### config.mk
export PLATFORM = sky130hd
export DESIGN_NAME = csrb_core
export DESIGN_NICKNAME = d
export VERILOG_FILES = /design/src/core/csrb_pkg.sv /design/src/core/csrb_core.sv
export SDC_FILE = /design/constraint.sdc
export NUM_CORES = 1
export LEC_CHECK = 0
export BUFFER_PORTS_ARGS = -buffer_cell sky130_fd_sc_hd__buf_2
export CAP_MARGIN = 20
export CORE_ASPECT_RATIO = 1.25
export CORE_MARGIN = 1
export CORE_UTILIZATION = 48
export DETAILED_ROUTE_END_ITERATION = 6
export GPL_TIMING_DRIVEN = 1
export HOLD_SLACK_MARGIN = 0.02
export PLACE_DENSITY = 0.77
export SLEW_MARGIN = 20
export SYNTH_ARGS = -nofsm -noshare
export SYNTH_HDL_FRONTEND = slang
export SYNTH_SLANG_ARGS = --single-unit
### constraint.sdc
create_clock -name aclk -period 2.45 [get_ports aclk]
set_input_delay 0.245 -clock aclk [delete_from_list [all_inputs] [get_ports aclk]]
set_output_delay 0.245 -clock aclk [all_outputs]
set_load 0.005 [all_outputs]
### src/core/csrb_pkg.sv
package csrb_pkg;
   // Widths
   localparam int PC_W = 13;
   localparam int PAGE_W = 3;
   localparam int JMP_W = 10;
   localparam int DADDR_W = 6;
   localparam int MADDR_W = 8;
   localparam int AXI_AW = 6;
   localparam int ROM_WORDS = 8192;
   localparam int PAGE_WORDS = 1024;
   // Register indices; byte address is four times the index
   localparam logic [3:0] REG_IND = 4'h0;
   localparam logic [3:0] REG_TCC = 4'h1;
   localparam logic [3:0] REG_PCL = 4'h2;
   localparam logic [3:0] REG_STAT = 4'h3;
   localparam logic [3:0] REG_RSEL = 4'h4;
   localparam logic [3:0] REG_SPC = 4'h5;
   localparam logic [3:0] REG_CTRL = 4'h6;
   localparam logic [3:0] REG_STATE = 4'h7;
   // Data address map
   localparam logic [5:0] DA_SPC = 6'h05;
   localparam logic [5:0] DA_BANK_LO = 6'h05;
   localparam logic [5:0] DA_COMMON = 6'h10;
   localparam logic [5:0] DA_GP = 6'h20;
   // Status field positions
   localparam int SR_BANK_HI = 7;
   localparam int SR_BANK_LO = 6;
   localparam int SR_TO = 4;
   localparam int SR_PD = 3;
   localparam int SR_Z = 2;
   localparam int SR_DC = 1;
   localparam int SR_C = 0;
   // System page control field positions and fixed bits
   localparam int SPC_PAGE_HI = 6;
   localparam int SPC_PAGE_LO = 4;
   localparam int SPC_SIS = 1;
   localparam int SPC_REM = 0;
   localparam logic [7:0] SPC_FIXED = 8'h04;
   // Reset values
   localparam logic RST_TO = 1'b1;
   localparam logic RST_PD = 1'b1;
   localparam logic [7:0] RST_BYTE = 8'h00;
   // Instruction cycle lengths in core clocks
   localparam logic [3:0] CYC_SHORT = 4'd2;
   localparam logic [3:0] CYC_LONG = 4'd4;
   // AXI responses
   localparam logic [1:0] RESP_OKAY = 2'b00;
   localparam logic [1:0] RESP_SLVERR = 2'b10;
   typedef enum logic [3:0] {
      OP_NEXT = 4'h0, OP_JUMP = 4'h1, OP_CALL = 4'h2, OP_RET = 4'h3,
      OP_IRET = 4'h4, OP_PCMOD = 4'h5, OP_SLEEP = 4'h6, OP_WATCHDOG_CLEAR_OP = 4'h7,
      OP_IRQ = 4'h8
   } csrb_op_t;
   typedef enum logic [1:0] {
      ST_READY = 2'b00, ST_BUSY = 2'b01, ST_SLEEP = 2'b11
   } csrb_st_t;
endpackage : csrb_pkg

### src/core/csrb_core.sv
// Added by the designer: the AXI4-Lite slave port.
`timescale 1ns/1ps
module csrb_core
   import csrb_pkg::*;
#(
   parameter int PRESCALE = 256
) (
   input wire logic aclk,
   input wire logic aresetn,
   input wire logic awvalid,
   output logic awready,
   input wire logic [AXI_AW-1:0] awaddr,
   input wire logic wvalid,
   output logic wready,
   input wire logic [31:0] wdata,
   input wire logic [3:0] wstrb,
   output logic bvalid,
   input wire logic bready,
   output logic [1:0] bresp,
   input wire logic arvalid,
   output logic arready,
   input wire logic [AXI_AW-1:0] araddr,
   output logic rvalid,
   input wire logic rready,
   output logic [31:0] rdata,
   output logic [1:0] rresp,
   input wire logic op_valid,
   input wire logic [3:0] op_kind,
   input wire logic [JMP_W-1:0] op_imm,
   output logic op_ready,
   output logic [PC_W-1:0] pc,
   input wire logic [PC_W-1:0] stack_top,
   output logic stack_push,
   output logic stack_pop,
   output logic [PC_W-1:0] push_addr,
   input wire logic [7:0] working_register,
   output logic working_restore_valid,
   output logic [7:0] working_restore,
   input wire logic alu_flag_we,
   input wire logic alu_zero,
   input wire logic alu_half_carry,
   input wire logic alu_carry,
   input wire logic cpu_req,
   input wire logic cpu_we,
   input wire logic [DADDR_W-1:0] cpu_addr,
   input wire logic [7:0] cpu_wdata,
   output logic cpu_ack,
   output logic [7:0] cpu_rdata,
   output logic mem_req,
   output logic mem_we,
   output logic [MADDR_W-1:0] mem_addr,
   output logic [7:0] mem_wdata,
   input wire logic [7:0] mem_rdata,
   input wire logic wdt_timeout,
   input wire logic sleep_release_pin,
   output logic prescale_clear,
   output logic low_power_active,
   output logic low_power_sleep
);
   localparam logic [7:0] PRESC_LAST = 8'(PRESCALE - 1);

   csrb_st_t st_q, st_d;
   logic [3:0] cnt_q;
   logic [7:0] tcc_q, presc_q;
   logic [PC_W-1:0] pc_q;
   logic [1:0] sbank_q;
   logic to_q, pd_q, z_q, dc_q, c_q;
   logic [7:0] rsel_q;
   logic [PAGE_W-1:0] page_q;
   logic sis_q, rem_q, cyc4_q;
   logic [1:0] sh_bank_q;
   logic [2:0] sh_flag_q;
   logic [PAGE_W-1:0] sh_page_q;
   logic [7:0] sh_acc_q;
   logic rel_s1_q, rel_s2_q, rel_s3_q;
   logic aw_have_q, w_have_q;
   logic [3:0] aw_idx_q;
   logic [7:0] w_dat_q;
   logic w_lane_q;
   logic op_ready_q, stack_push_q, stack_pop_q, wr_valid_q;
   logic [PC_W-1:0] push_addr_q;
   logic [7:0] wr_restore_q;
   logic cpu_ack_q, mem_req_q, mem_we_q;
   logic [7:0] cpu_rdata_q, mem_wdata_q;
   logic [MADDR_W-1:0] mem_addr_q;
   logic awready_q, wready_q, bvalid_q, arready_q, rvalid_q;
   logic [1:0] bresp_q, rresp_q;
   logic [7:0] rdata_q;
   logic presc_clr_q, lp_active_q, lp_sleep_q;

   // Decoding for the bus, the data port and the instruction sequencer
   function automatic logic is_core(input logic [5:0] a, input logic [1:0] bank);
      is_core = (a < DA_SPC) || (a == DA_SPC && bank == 2'b00);
   endfunction : is_core

   function automatic logic [MADDR_W-1:0] phys(input logic [5:0] a,
                                               input logic [1:0] sb,
                                               input logic [1:0] gb);
      if (a >= DA_GP) begin
         phys = {gb, a};
      end else if (a >= DA_COMMON) begin
         phys = {2'b00, a};
      end else begin
         phys = {sb, a};
      end
   endfunction : phys

   function automatic logic mapped(input logic [3:0] idx);
      mapped = (idx <= REG_STATE);
   endfunction : mapped

   function automatic logic [3:0] cyc_len(input logic four, input logic [3:0] k);
      logic [3:0] base;
      base = four ? CYC_LONG : CYC_SHORT;
      if (k == OP_JUMP || k == OP_CALL || k == OP_RET || k == OP_IRET ||
          k == OP_PCMOD || k == OP_IRQ) begin
         cyc_len = 4'(base << 1);
      end else begin
         cyc_len = base;
      end
   endfunction : cyc_len

   function automatic logic [7:0] rd_reg(input logic [3:0] idx);
      unique case (idx)
         REG_TCC: rd_reg = tcc_q;
         REG_PCL: rd_reg = pc_q[7:0];
         REG_STAT: rd_reg = {sbank_q, 1'b0, to_q, pd_q, z_q, dc_q, c_q};
         REG_RSEL: rd_reg = rsel_q;
         REG_SPC: rd_reg = {1'b0, page_q, SPC_FIXED[3:2], sis_q, rem_q};
         REG_CTRL: rd_reg = {7'h00, cyc4_q};
         REG_STATE: rd_reg = {pc_q[12:8], 1'b0, lp_sleep_q, lp_active_q};
         default: rd_reg = 8'h00;
      endcase
   endfunction : rd_reg

   // Data port decode with indirect redirection
   logic [5:0] eff_addr;
   logic cpu_int, cpu_mem, cpu_wr_int;
   assign eff_addr = (cpu_addr == {2'b00, REG_IND}) ? rsel_q[5:0] : cpu_addr;
   assign cpu_int = cpu_req && is_core(eff_addr, sbank_q);
   assign cpu_mem = cpu_req && !is_core(eff_addr, sbank_q);
   assign cpu_wr_int = cpu_int && cpu_we;

   // One write path into the core registers, data port first
   logic axi_wr_go, wr_go;
   logic [3:0] wr_idx;
   logic [7:0] wr_dat;
   assign axi_wr_go = aw_have_q && w_have_q && !bvalid_q && !cpu_wr_int;
   assign wr_go = cpu_wr_int || (axi_wr_go && w_lane_q);
   assign wr_idx = cpu_wr_int ? {1'b0, eff_addr[2:0]} : aw_idx_q;
   assign wr_dat = cpu_wr_int ? cpu_wdata : w_dat_q;

   logic op_go;
   logic wake;
   assign op_go = op_valid && op_ready_q;
   assign wake = rem_q ? rel_s2_q : (rel_s2_q && !rel_s3_q);

   // Instruction sequencer
   always_comb begin
      st_d = st_q;
      unique case (st_q)
         ST_READY: begin
            if (op_go && op_kind == OP_SLEEP) begin
               st_d = ST_SLEEP;
            end else if (op_go) begin
               st_d = ST_BUSY;
            end
         end
         ST_BUSY: begin
            if (cnt_q == 4'd1) begin
               st_d = ST_READY;
            end
         end
         ST_SLEEP: begin
            if (wake) begin
               st_d = ST_READY;
            end
         end
         default: st_d = ST_READY;
      endcase
   end

   always_ff @(posedge aclk) begin
      if (!aresetn) begin
         st_q <= ST_READY;
         op_ready_q <= 1'b0;
         cnt_q <= 4'd0;
      end else begin
         st_q <= st_d;
         op_ready_q <= (st_d == ST_READY);
         if (op_go) begin
            cnt_q <= 4'(cyc_len(cyc4_q, op_kind) - 4'd1);
         end else if (st_q == ST_BUSY) begin
            cnt_q <= 4'(cnt_q - 4'd1);
         end
      end
   end

   // Program counter and stack handshake
   always_ff @(posedge aclk) begin
      if (!aresetn) begin
         pc_q <= '0;
         stack_push_q <= 1'b0;
         stack_pop_q <= 1'b0;
         push_addr_q <= '0;
      end else begin
         stack_push_q <= 1'b0;
         stack_pop_q <= 1'b0;
         if (wr_go && wr_idx == REG_PCL) begin
            pc_q <= {page_q, 2'b00, wr_dat};
         end else if (op_go) begin
            unique case (op_kind)
               OP_JUMP: pc_q <= {page_q, op_imm};
               OP_CALL: begin
                  pc_q <= {page_q, op_imm};
                  stack_push_q <= 1'b1;
                  push_addr_q <= 13'(pc_q + 13'd1);
               end
               OP_RET, OP_IRET: begin
                  pc_q <= stack_top;
                  stack_pop_q <= 1'b1;
               end
               OP_IRQ: begin
                  pc_q <= {3'b000, op_imm};
                  stack_push_q <= 1'b1;
                  push_addr_q <= pc_q;
               end
               OP_PCMOD: pc_q <= pc_q;
               default: pc_q <= 13'(pc_q + 13'd1);
            endcase
         end
      end
   end

   // Interrupt context save and restore
   always_ff @(posedge aclk) begin
      if (!aresetn) begin
         sh_bank_q <= 2'b00;
         sh_flag_q <= 3'b000;
         sh_page_q <= '0;
         sh_acc_q <= RST_BYTE;
         wr_valid_q <= 1'b0;
         wr_restore_q <= RST_BYTE;
      end else begin
         wr_valid_q <= 1'b0;
         if (op_go && op_kind == OP_IRQ) begin
            sh_bank_q <= sbank_q;
            sh_flag_q <= {z_q, dc_q, c_q};
            sh_page_q <= page_q;
            sh_acc_q <= working_register;
         end
         if (op_go && op_kind == OP_IRET) begin
            wr_valid_q <= 1'b1;
            wr_restore_q <= sh_acc_q;
         end
      end
   end

   // Status flags
   always_ff @(posedge aclk) begin
      if (!aresetn) begin
         sbank_q <= 2'b00;
         z_q <= 1'b0;
         dc_q <= 1'b0;
         c_q <= 1'b0;
      end else begin
         if (op_go && op_kind == OP_IRET) begin
            sbank_q <= sh_bank_q;
            {z_q, dc_q, c_q} <= sh_flag_q;
         end else if (wr_go && wr_idx == REG_STAT) begin
            sbank_q <= wr_dat[SR_BANK_HI:SR_BANK_LO];
            z_q <= wr_dat[SR_Z];
            dc_q <= wr_dat[SR_DC];
            c_q <= wr_dat[SR_C];
         end
         if (alu_flag_we) begin
            z_q <= alu_zero;
            dc_q <= alu_half_carry;
            c_q <= alu_carry;
         end
      end
   end

   // Timeout and power-down bits; setting wins over the timeout
   always_ff @(posedge aclk) begin
      if (!aresetn) begin
         to_q <= RST_TO;
         pd_q <= RST_PD;
      end else begin
         if (wdt_timeout) begin
            to_q <= 1'b0;
         end
         if (op_go && op_kind == OP_SLEEP) begin
            to_q <= 1'b1;
            pd_q <= 1'b0;
         end else if (op_go && op_kind == OP_WATCHDOG_CLEAR_OP) begin
            to_q <= 1'b1;
            pd_q <= 1'b1;
         end
      end
   end

   // RAM select, page and control bits
   always_ff @(posedge aclk) begin
      if (!aresetn) begin
         rsel_q <= RST_BYTE;
         page_q <= '0;
         sis_q <= 1'b0;
         rem_q <= 1'b0;
         cyc4_q <= 1'b0;
      end else begin
         if (wr_go && wr_idx == REG_RSEL) begin
            rsel_q <= wr_dat;
         end
         if (op_go && op_kind == OP_IRET) begin
            page_q <= sh_page_q;
         end else if (wr_go && wr_idx == REG_SPC) begin
            page_q <= wr_dat[SPC_PAGE_HI:SPC_PAGE_LO];
            sis_q <= wr_dat[SPC_SIS];
            rem_q <= wr_dat[SPC_REM];
         end
         if (wr_go && wr_idx == REG_CTRL) begin
            cyc4_q <= wr_dat[0];
         end
      end
   end

   // Time clock counter and its prescaler
   always_ff @(posedge aclk) begin
      if (!aresetn) begin
         tcc_q <= RST_BYTE;
         presc_q <= 8'h00;
         presc_clr_q <= 1'b0;
      end else begin
         presc_clr_q <= 1'b0;
         if (wr_go && wr_idx == REG_TCC) begin
            tcc_q <= wr_dat;
            presc_q <= 8'h00;
            presc_clr_q <= 1'b1;
         end else if (presc_q == PRESC_LAST) begin
            presc_q <= 8'h00;
            tcc_q <= 8'(tcc_q + 8'd1);
         end else begin
            presc_q <= 8'(presc_q + 8'd1);
         end
      end
   end

   // Wake pin synchroniser and low-power state
   always_ff @(posedge aclk) begin
      if (!aresetn) begin
         rel_s1_q <= 1'b0;
         rel_s2_q <= 1'b0;
         rel_s3_q <= 1'b0;
         lp_active_q <= 1'b0;
         lp_sleep_q <= 1'b0;
      end else begin
         rel_s1_q <= sleep_release_pin;
         rel_s2_q <= rel_s1_q;
         rel_s3_q <= rel_s2_q;
         if (op_go && op_kind == OP_SLEEP) begin
            lp_active_q <= 1'b1;
            lp_sleep_q <= sis_q;
         end else if (st_q == ST_SLEEP && wake) begin
            lp_active_q <= 1'b0;
            lp_sleep_q <= 1'b0;
         end
      end
   end

   // Data port toward banked memory
   always_ff @(posedge aclk) begin
      if (!aresetn) begin
         mem_req_q <= 1'b0;
         mem_we_q <= 1'b0;
         mem_addr_q <= '0;
         mem_wdata_q <= 8'h00;
         cpu_ack_q <= 1'b0;
         cpu_rdata_q <= 8'h00;
      end else begin
         mem_req_q <= cpu_mem;
         mem_we_q <= cpu_mem && cpu_we;
         if (cpu_mem) begin
            mem_addr_q <= phys(eff_addr, sbank_q, rsel_q[7:6]);
            mem_wdata_q <= cpu_wdata;
         end
         cpu_ack_q <= cpu_int || mem_req_q;
         if (mem_req_q) begin
            cpu_rdata_q <= mem_rdata;
         end else if (cpu_int) begin
            cpu_rdata_q <= rd_reg({1'b0, eff_addr[2:0]});
         end
      end
   end

   // Bus write channels
   always_ff @(posedge aclk) begin
      if (!aresetn) begin
         aw_have_q <= 1'b0;
         aw_idx_q <= 4'h0;
         awready_q <= 1'b0;
         w_have_q <= 1'b0;
         w_dat_q <= 8'h00;
         w_lane_q <= 1'b0;
         wready_q <= 1'b0;
         bvalid_q <= 1'b0;
         bresp_q <= RESP_OKAY;
      end else begin
         if (awvalid && awready_q) begin
            aw_have_q <= 1'b1;
            aw_idx_q <= awaddr[5:2];
            awready_q <= 1'b0;
         end else if (!aw_have_q && !bvalid_q) begin
            awready_q <= 1'b1;
         end
         if (wvalid && wready_q) begin
            w_have_q <= 1'b1;
            w_dat_q <= wdata[7:0];
            w_lane_q <= wstrb[0];
            wready_q <= 1'b0;
         end else if (!w_have_q && !bvalid_q) begin
            wready_q <= 1'b1;
         end
         if (axi_wr_go) begin
            aw_have_q <= 1'b0;
            w_have_q <= 1'b0;
            bvalid_q <= 1'b1;
            bresp_q <= mapped(aw_idx_q) ? RESP_OKAY : RESP_SLVERR;
         end else if (bvalid_q && bready) begin
            bvalid_q <= 1'b0;
         end
      end
   end

   // Bus read channels
   always_ff @(posedge aclk) begin
      if (!aresetn) begin
         arready_q <= 1'b0;
         rvalid_q <= 1'b0;
         rdata_q <= 8'h00;
         rresp_q <= RESP_OKAY;
      end else begin
         if (arvalid && arready_q) begin
            arready_q <= 1'b0;
            rvalid_q <= 1'b1;
            rdata_q <= rd_reg(araddr[5:2]);
            rresp_q <= mapped(araddr[5:2]) ? RESP_OKAY : RESP_SLVERR;
         end else if (rvalid_q && rready) begin
            rvalid_q <= 1'b0;
            arready_q <= 1'b1;
         end else if (!rvalid_q) begin
            arready_q <= 1'b1;
         end
      end
   end

   assign awready = awready_q;
   assign wready = wready_q;
   assign bvalid = bvalid_q;
   assign bresp = bresp_q;
   assign arready = arready_q;
   assign rvalid = rvalid_q;
   assign rdata = {24'h000000, rdata_q};
   assign rresp = rresp_q;
   assign op_ready = op_ready_q;
   assign pc = pc_q;
   assign stack_push = stack_push_q;
   assign stack_pop = stack_pop_q;
   assign push_addr = push_addr_q;
   assign working_restore_valid = wr_valid_q;
   assign working_restore = wr_restore_q;
   assign cpu_ack = cpu_ack_q;
   assign cpu_rdata = cpu_rdata_q;
   assign mem_req = mem_req_q;
   assign mem_we = mem_we_q;
   assign mem_addr = mem_addr_q;
   assign mem_wdata = mem_wdata_q;
   assign prescale_clear = presc_clr_q;
   assign low_power_active = lp_active_q;
   assign low_power_sleep = lp_sleep_q;

endmodule : csrb_core

# Word level (Yosys, flattened, before mapping)
# Cells that the tools add are included.
[word_totals] reg_bits=162 latchBits=0 mem_bits_rw=0 romBits=0 in_bits=121 out_inout_bits=109 mem_count=0
[classes] n_addsub=5 multipliers=0 n_div=0 order_cmp=5 n_eq_ne=35 shift=0 n_mux=57 n_bitwise=5 reduce_logical=74
[ops] operator="8-bit one-hot mux with 7 select lines" count=2
[ops] operator="8-bit two-way mux" count=7
[ops] operator="13-bit one-hot mux with 4 select lines" count=1
[ops] operator="4-bit by 3-bit equality test with 1-bit output, second input constant" count=11
[ops] operator="1-bit logical AND" count=29
[ops] operator="13-bit two-way mux" count=2
[ops] operator="13-bit one-hot mux with 2 select lines" count=1
[ops] operator="1-bit two-way mux" count=25
[ops] operator="4-bit by 2-bit equality test with 1-bit output, second input constant" count=6
[ops] operator="4-bit two-way mux" count=6
[ops] operator="2-bit nonzero test" count=11
[ops] operator="8-bit by 1-bit adder with 8-bit output, second input constant" count=2
[ops] operator="4-bit by 1-bit equality test with 1-bit output, second input constant" count=4
[ops] operator="2-bit two-way mux" count=8
[ops] operator="2-bit OR reduction" count=8
[ops] operator="13-bit by 1-bit adder with 13-bit output, second input constant" count=1
[ops] operator="3-bit equality test, second input constant" count=4
[ops] operator="3-bit two-way mux" count=3
[ops] operator="3-bit OR reduction" count=3
[ops] operator="8-bit equality test, second input constant" count=1
[ops] operator="4-bit by 3-bit <= comparator with 1-bit output, second input constant" count=2
[ops] operator="1-bit logical OR" count=8
[ops] operator="4-bit by 1-bit subtractor with 4-bit output, second input constant" count=2
[ops] operator="3-bit by 2-bit equality test with 1-bit output, second input constant" count=2
[ops] operator="other kinds (18)" count=32

# Depth between registers and ports, before layout
[depth] depth_word=15 depth_mapped=10 ltp_nobuf=8

# Least setup slack after synthesis
# OpenSTA, ideal clock, no wires.
[synth_timing] kind="input to register" from="input port cpu_addr[2]" to="register cpu_rdata_q[7], in the netlist cpu_rdata[7]" setup_ns=0.128 arrival_time_ns=2.293 required_ns=2.322 slack_ns=0.030 stages=9 n_path_buf=2 cell_sequence="buf_6 > nor4_4 > a21o_1 > clkbuf_1 > mux2_2 > a221oi_1 > nor2_1 > a222oi_1 > nor2_1"
[synth_via] elab_chain_len=7
[synth_rtl] item="start, declared" line="csrb_core.sv:45" rtl="input wire logic [DADDR_W-1:0] cpu_addr,"
[synth_rtl] item="6-bit logical NOT" line="csrb_core.sv:139" rtl="assign eff_addr = (cpu_addr == {2'b00, REG_IND}) ? rsel_q[5:0] : cpu_addr;"
[synth_rtl] item="6-bit two-way mux *" line="csrb_core.sv:139"
[synth_rtl] item="branches (longest 5 deep; another with 6-bit by 3-bit less-than comparator with 1-bit output)"
[synth_rtl] item="end signal, assigned" line="csrb_core.sv:389" rtl="cpu_rdata_q <= mem_rdata;"
[synth_rtl] item="end signal, assigned" line="csrb_core.sv:391" rtl="cpu_rdata_q <= rd_reg({1'b0, eff_addr[2:0]});"
[synth_rtl] item="end, declared" line="csrb_core.sv:84" rtl="logic [7:0] cpu_rdata_q, mem_wdata_q;"
# Every way passes the cells marked *. The select of a mux whose other input is x is not followed.
# A chain may end at the register's enable or synchronous reset.

# Worst setup path in the final report
[layout_timing] from="register rsel_q[4]" to="register push_addr_q[4], in the netlist push_addr[4]"
[layout_via] elab_chain_len=13
[layout_rtl] item="start, declared" line="csrb_core.sv:68" rtl="logic [7:0] rsel_q;"
[layout_rtl] item="start signal, assigned" line="csrb_core.sv:313" rtl="rsel_q <= wr_dat;"
[layout_rtl] item="6-bit two-way mux *" line="csrb_core.sv:139"
[layout_rtl] item="branches (longest 2 deep; another with 6-bit by 3-bit less-than comparator with 1-bit output)"
[layout_rtl] item="1-bit logical OR *" line="csrb_core.sv:93" rtl="is_core = (a < DA_SPC) || (a == DA_SPC && bank == 2'b00);"
[layout_rtl] item="1-bit logical AND *" line="csrb_core.sv:140" rtl="assign cpu_int = cpu_req && is_core(eff_addr, sbank_q);"
[layout_rtl] item="1-bit logical AND *" line="csrb_core.sv:142" rtl="assign cpu_wr_int = cpu_int && cpu_we;"
[layout_rtl] item="branches (longest 4 deep; another with 4-bit two-way mux)"
[layout_rtl] item="1-bit logical AND *" line="csrb_core.sv:209" rtl="if (wr_go && wr_idx == REG_PCL) begin"
[layout_rtl] item="1-bit NOT (no line) *"
[layout_rtl] item="3-bit AND reduction (no line) *"
[layout_rtl] item="end signal, assigned" line="csrb_core.sv:217" rtl="push_addr_q <= 13'(pc_q + 13'd1);"
[layout_rtl] item="end signal, assigned" line="csrb_core.sv:226" rtl="push_addr_q <= pc_q;"
[layout_rtl] item="end, declared" line="csrb_core.sv:81" rtl="logic [PC_W-1:0] push_addr_q;"
# Every way passes the cells marked *.

==> results.yml <==
status:
  status: "complete, no violations"
yosys:
  synthCells: 1019
  synth_top_area_share_pct: 38.4
  synthArstFlopShare_pct: 0
  synth_area_leader_cell: "dfxtp_1"
  yosys_warnings: 0
  synth-edff-count: 0
  syn_avg_cell_area_um2: 8.18
  synth_seq_cells: 160
  ys_top_cells_by_area: "dfxtp_1 38%, nand2_1 6.9%, a21oi_1 5.8%"
  synthFlopType: "dfxtp_1"
  seq_area_frac_synth_pct: 38.4
  synth_area_um2: 8330
  ys_types: 82
sta:
  fmax_mhz: 429
  worst_pin_slew_ns: 0.786
  slew_violations: 0
  relSlewSlack_pct: 47.6
  fin_skew_ns: 0.00964
  setup_viol: 0
  period_minus_slack_ns: 2.33
  finalHoldViolations: 0
  rsz0062_at_grt: "false"
  finalSetupTns_ns: 0
  timing.final.crit_share_pct: 95.2
final_layout:
  fin_nets: 1333
  fin_util_pct: 60.5
  fin_cells: 1440
  fillers: 1488
  layout_common_cells: "172 x buf_2, 160 x dfxtp_1, 154 x nand2_1"
  area_delta_synth_final_pct: 22.7
  drive_gt1_share_pct: 27.0
  seqCellArea_um2: 3200
  final_common_cell: "buf_2"
  multi_input_area_um2: 4680
place:
  dp.final_hpwl_um: 18400
  placedCellCount: 1407
  io_buffers: 172
  gp_congestion: 0.962
global_routing:
  track_usage_pct: 28.3
  antenna_found_initial: 0
  grt_start_max_net_pins: 45
  first_global_vias: 7857
  grt.overflow.total: 0
  grt_pass1_wl_um: 39600
power_and_ir_drop:
  power.internal_w: 0.00470
  combPwrFrac_pct: 11.8
  clkPwrFrac_pct: 44.4
  pwr_density_cell_nw_per_um2: 616
  swShare_pct: 25.4
  seqPwrFrac_pct: 43.8
  leakage_nw: 4.33
  power_switching_w: 0.00160
  irDropWorstVdd_v: 0.000484
worst_setup_path:
  critPathBufInv: 1
  max_stage_delay_ns: 0.45
  arrival_ns: 2.63
  crit_type: "reg -> reg"
  path_max_fanout: 26
  crit_chain: "or3_1 > a211oi_4 > and2_4 > nand3_1 > nor3b_4 > buf_12 > nor2_1 > a211oi_2"
  cp_top_family: "simple AND/OR/NAND/NOR gates"
  cp-start-kind: "flip-flop"
  cp.required_ns: 2.75
  endpoint_kind: "flip-flop"
  slowest_stage: "or3_1"
floorplanning:
  die_w_um: 120
  start_util_pct: 49.3
  coreArea_um2: 16900
  die-area_um2: 17900
  std_cell_rows: 53
  io_pins: 230
  die_h_um: 149
flow_run:
  drv_cap: 0
detailed_routing:
  wl_per_cell_um: 17.3
  drc: 0
  via_per_inst: 5.69
  vias: 8193
  firstDrtPassIters: 5
  wirelength_um: 25000
  drtAntennaViolNets: 0
  drtIter0Drc: 735
clocking:
  cts_tree: "done"
  cts_buffer_depth: 2
  clock_sinks: 160
  clk_pin_slew_worst_paths_ns: 0.07
  insertion_delay_ns: 0.43
  numCtsBuffers: 17
  clock-root-buffer: "clkbuf_16"
  htree_levels: 4
min_path:
  holdCritPathClass: "in -> reg"
[cell families after synthesis]
logic type / count (synthesis) / synth area share [%]
AO/OA/AOI/OAI: 280 / 23.8
XOR/XNOR: 29 / 3.05
adder cells (fa/ha/maj): 5 / 0.751
buffers and inverters: 109 / 6.64
flip-flops: 160 / 38.4
multiplexers: 39 / 5.08
other: 1 / 0.0450
AND/OR/NAND/NOR: 396 / 22.2
[per-stage QoR]
stage / area, um^2 / hold slack, ns / power [W] / setup slack, ns
after floorplan: 8430 / 0.372 / 0.00327 / 0.0297
final: 10200 / 0.0474 / 0.00630 / 0.118
after global placement: 9590 / 0.420 / 0.00353 / 0.0545
after global routing: 10200 / 0.0358 / 0.00653 / 0.0239
after CTS: 10200 / 0.0350 / 0.00633 / 0.0714
after detailed placement: 9590 / 0.426 / 0.00354 / 0.0222
[per-layer routing]
metal | vias up | wire length (um) | part of all wire [%] | track usage, %
met1 | 3816 | 9980 | 40 | 33.4
met3 | 75 | 1590 | 6.4 | 5.08
li1 | 3957 | - | - | -
met5 | - | 0 | 0 | 0
met2 | 345 | 12400 | 50 | 48.7
met4 | 0 | 1020 | 4.1 | 14.7
[layout make-up]
type	instances	share of cell area, %
clock buffers	19	4.23
well taps	220	2.69
inverters	16	0.599
flip-flops and latches	160	31.3
clock inverters	12	1.80
diodes	1	0.0245
multi-input cells	775	45.8
repair buffers	237	13.6
[power by group through the flow]
stage	registers, W	clock network (W)	logic [W]
after global routing	0.00277	0.00295	0.000815
after global placement	0.00281	0	0.000719
after detailed placement	0.00281	0	0.000728
after CTS	0.00276	0.00284	0.000736
final	0.00276	0.00280	0.000745
after floorplan	0.00280	0	0.000466
[worst reg2reg max path: stages, from the launching register on]
cell and delay [ns]:
dfxtp_1 0.31, or3_1 0.45, a211oi_4 0.33, and2_4 0.29, nand3_1 0.20, nor3b_4 0.24
buf_12 0.17, nor2_1 0.15, a211oi_2 0.06
[cell usage after synthesis, drive strengths merged (13+ instances only)]
cell,instances
inv,16
buf,40
mux2,13
clkbuf,53
nand3,42
xor2,16
a22oi,16
a21oi,97
a211oi,35
mux2i,25
o21ai,44
dfxtp,160
and3,16
nor2,117
a31oi,18
xnor2,13
nor3,20
nand2,155
[worst paths after layout]
kind / startpoint / endpoint / slack, ns / depth (start not counted)
max reg2reg: rsel_q[4]$_SDFFE_PN0P_ / push_addr[4]$_SDFFE_PN0P_ / 0.12 / 8
min: working_register[1] / sh_acc_q[1]$_SDFFE_PN0P_ / 0.05 / 3
max: rsel_q[4]$_SDFFE_PN0P_ / push_addr[4]$_SDFFE_PN0P_ / 0.12 / 8
min reg2reg: rel_s1_q$_SDFF_PN0_ / rel_s2_q$_SDFF_PN0_ / 0.44 / 1
[what timing repair did]
action	CTS	global route
hold buffers	1	0
resized for setup	0	2
endpoints found under the setup margin	0	5
hold endpoints to repair	1	0
setup buffers	0	0
Note: power is estimated with default switching activity, not from simulation.
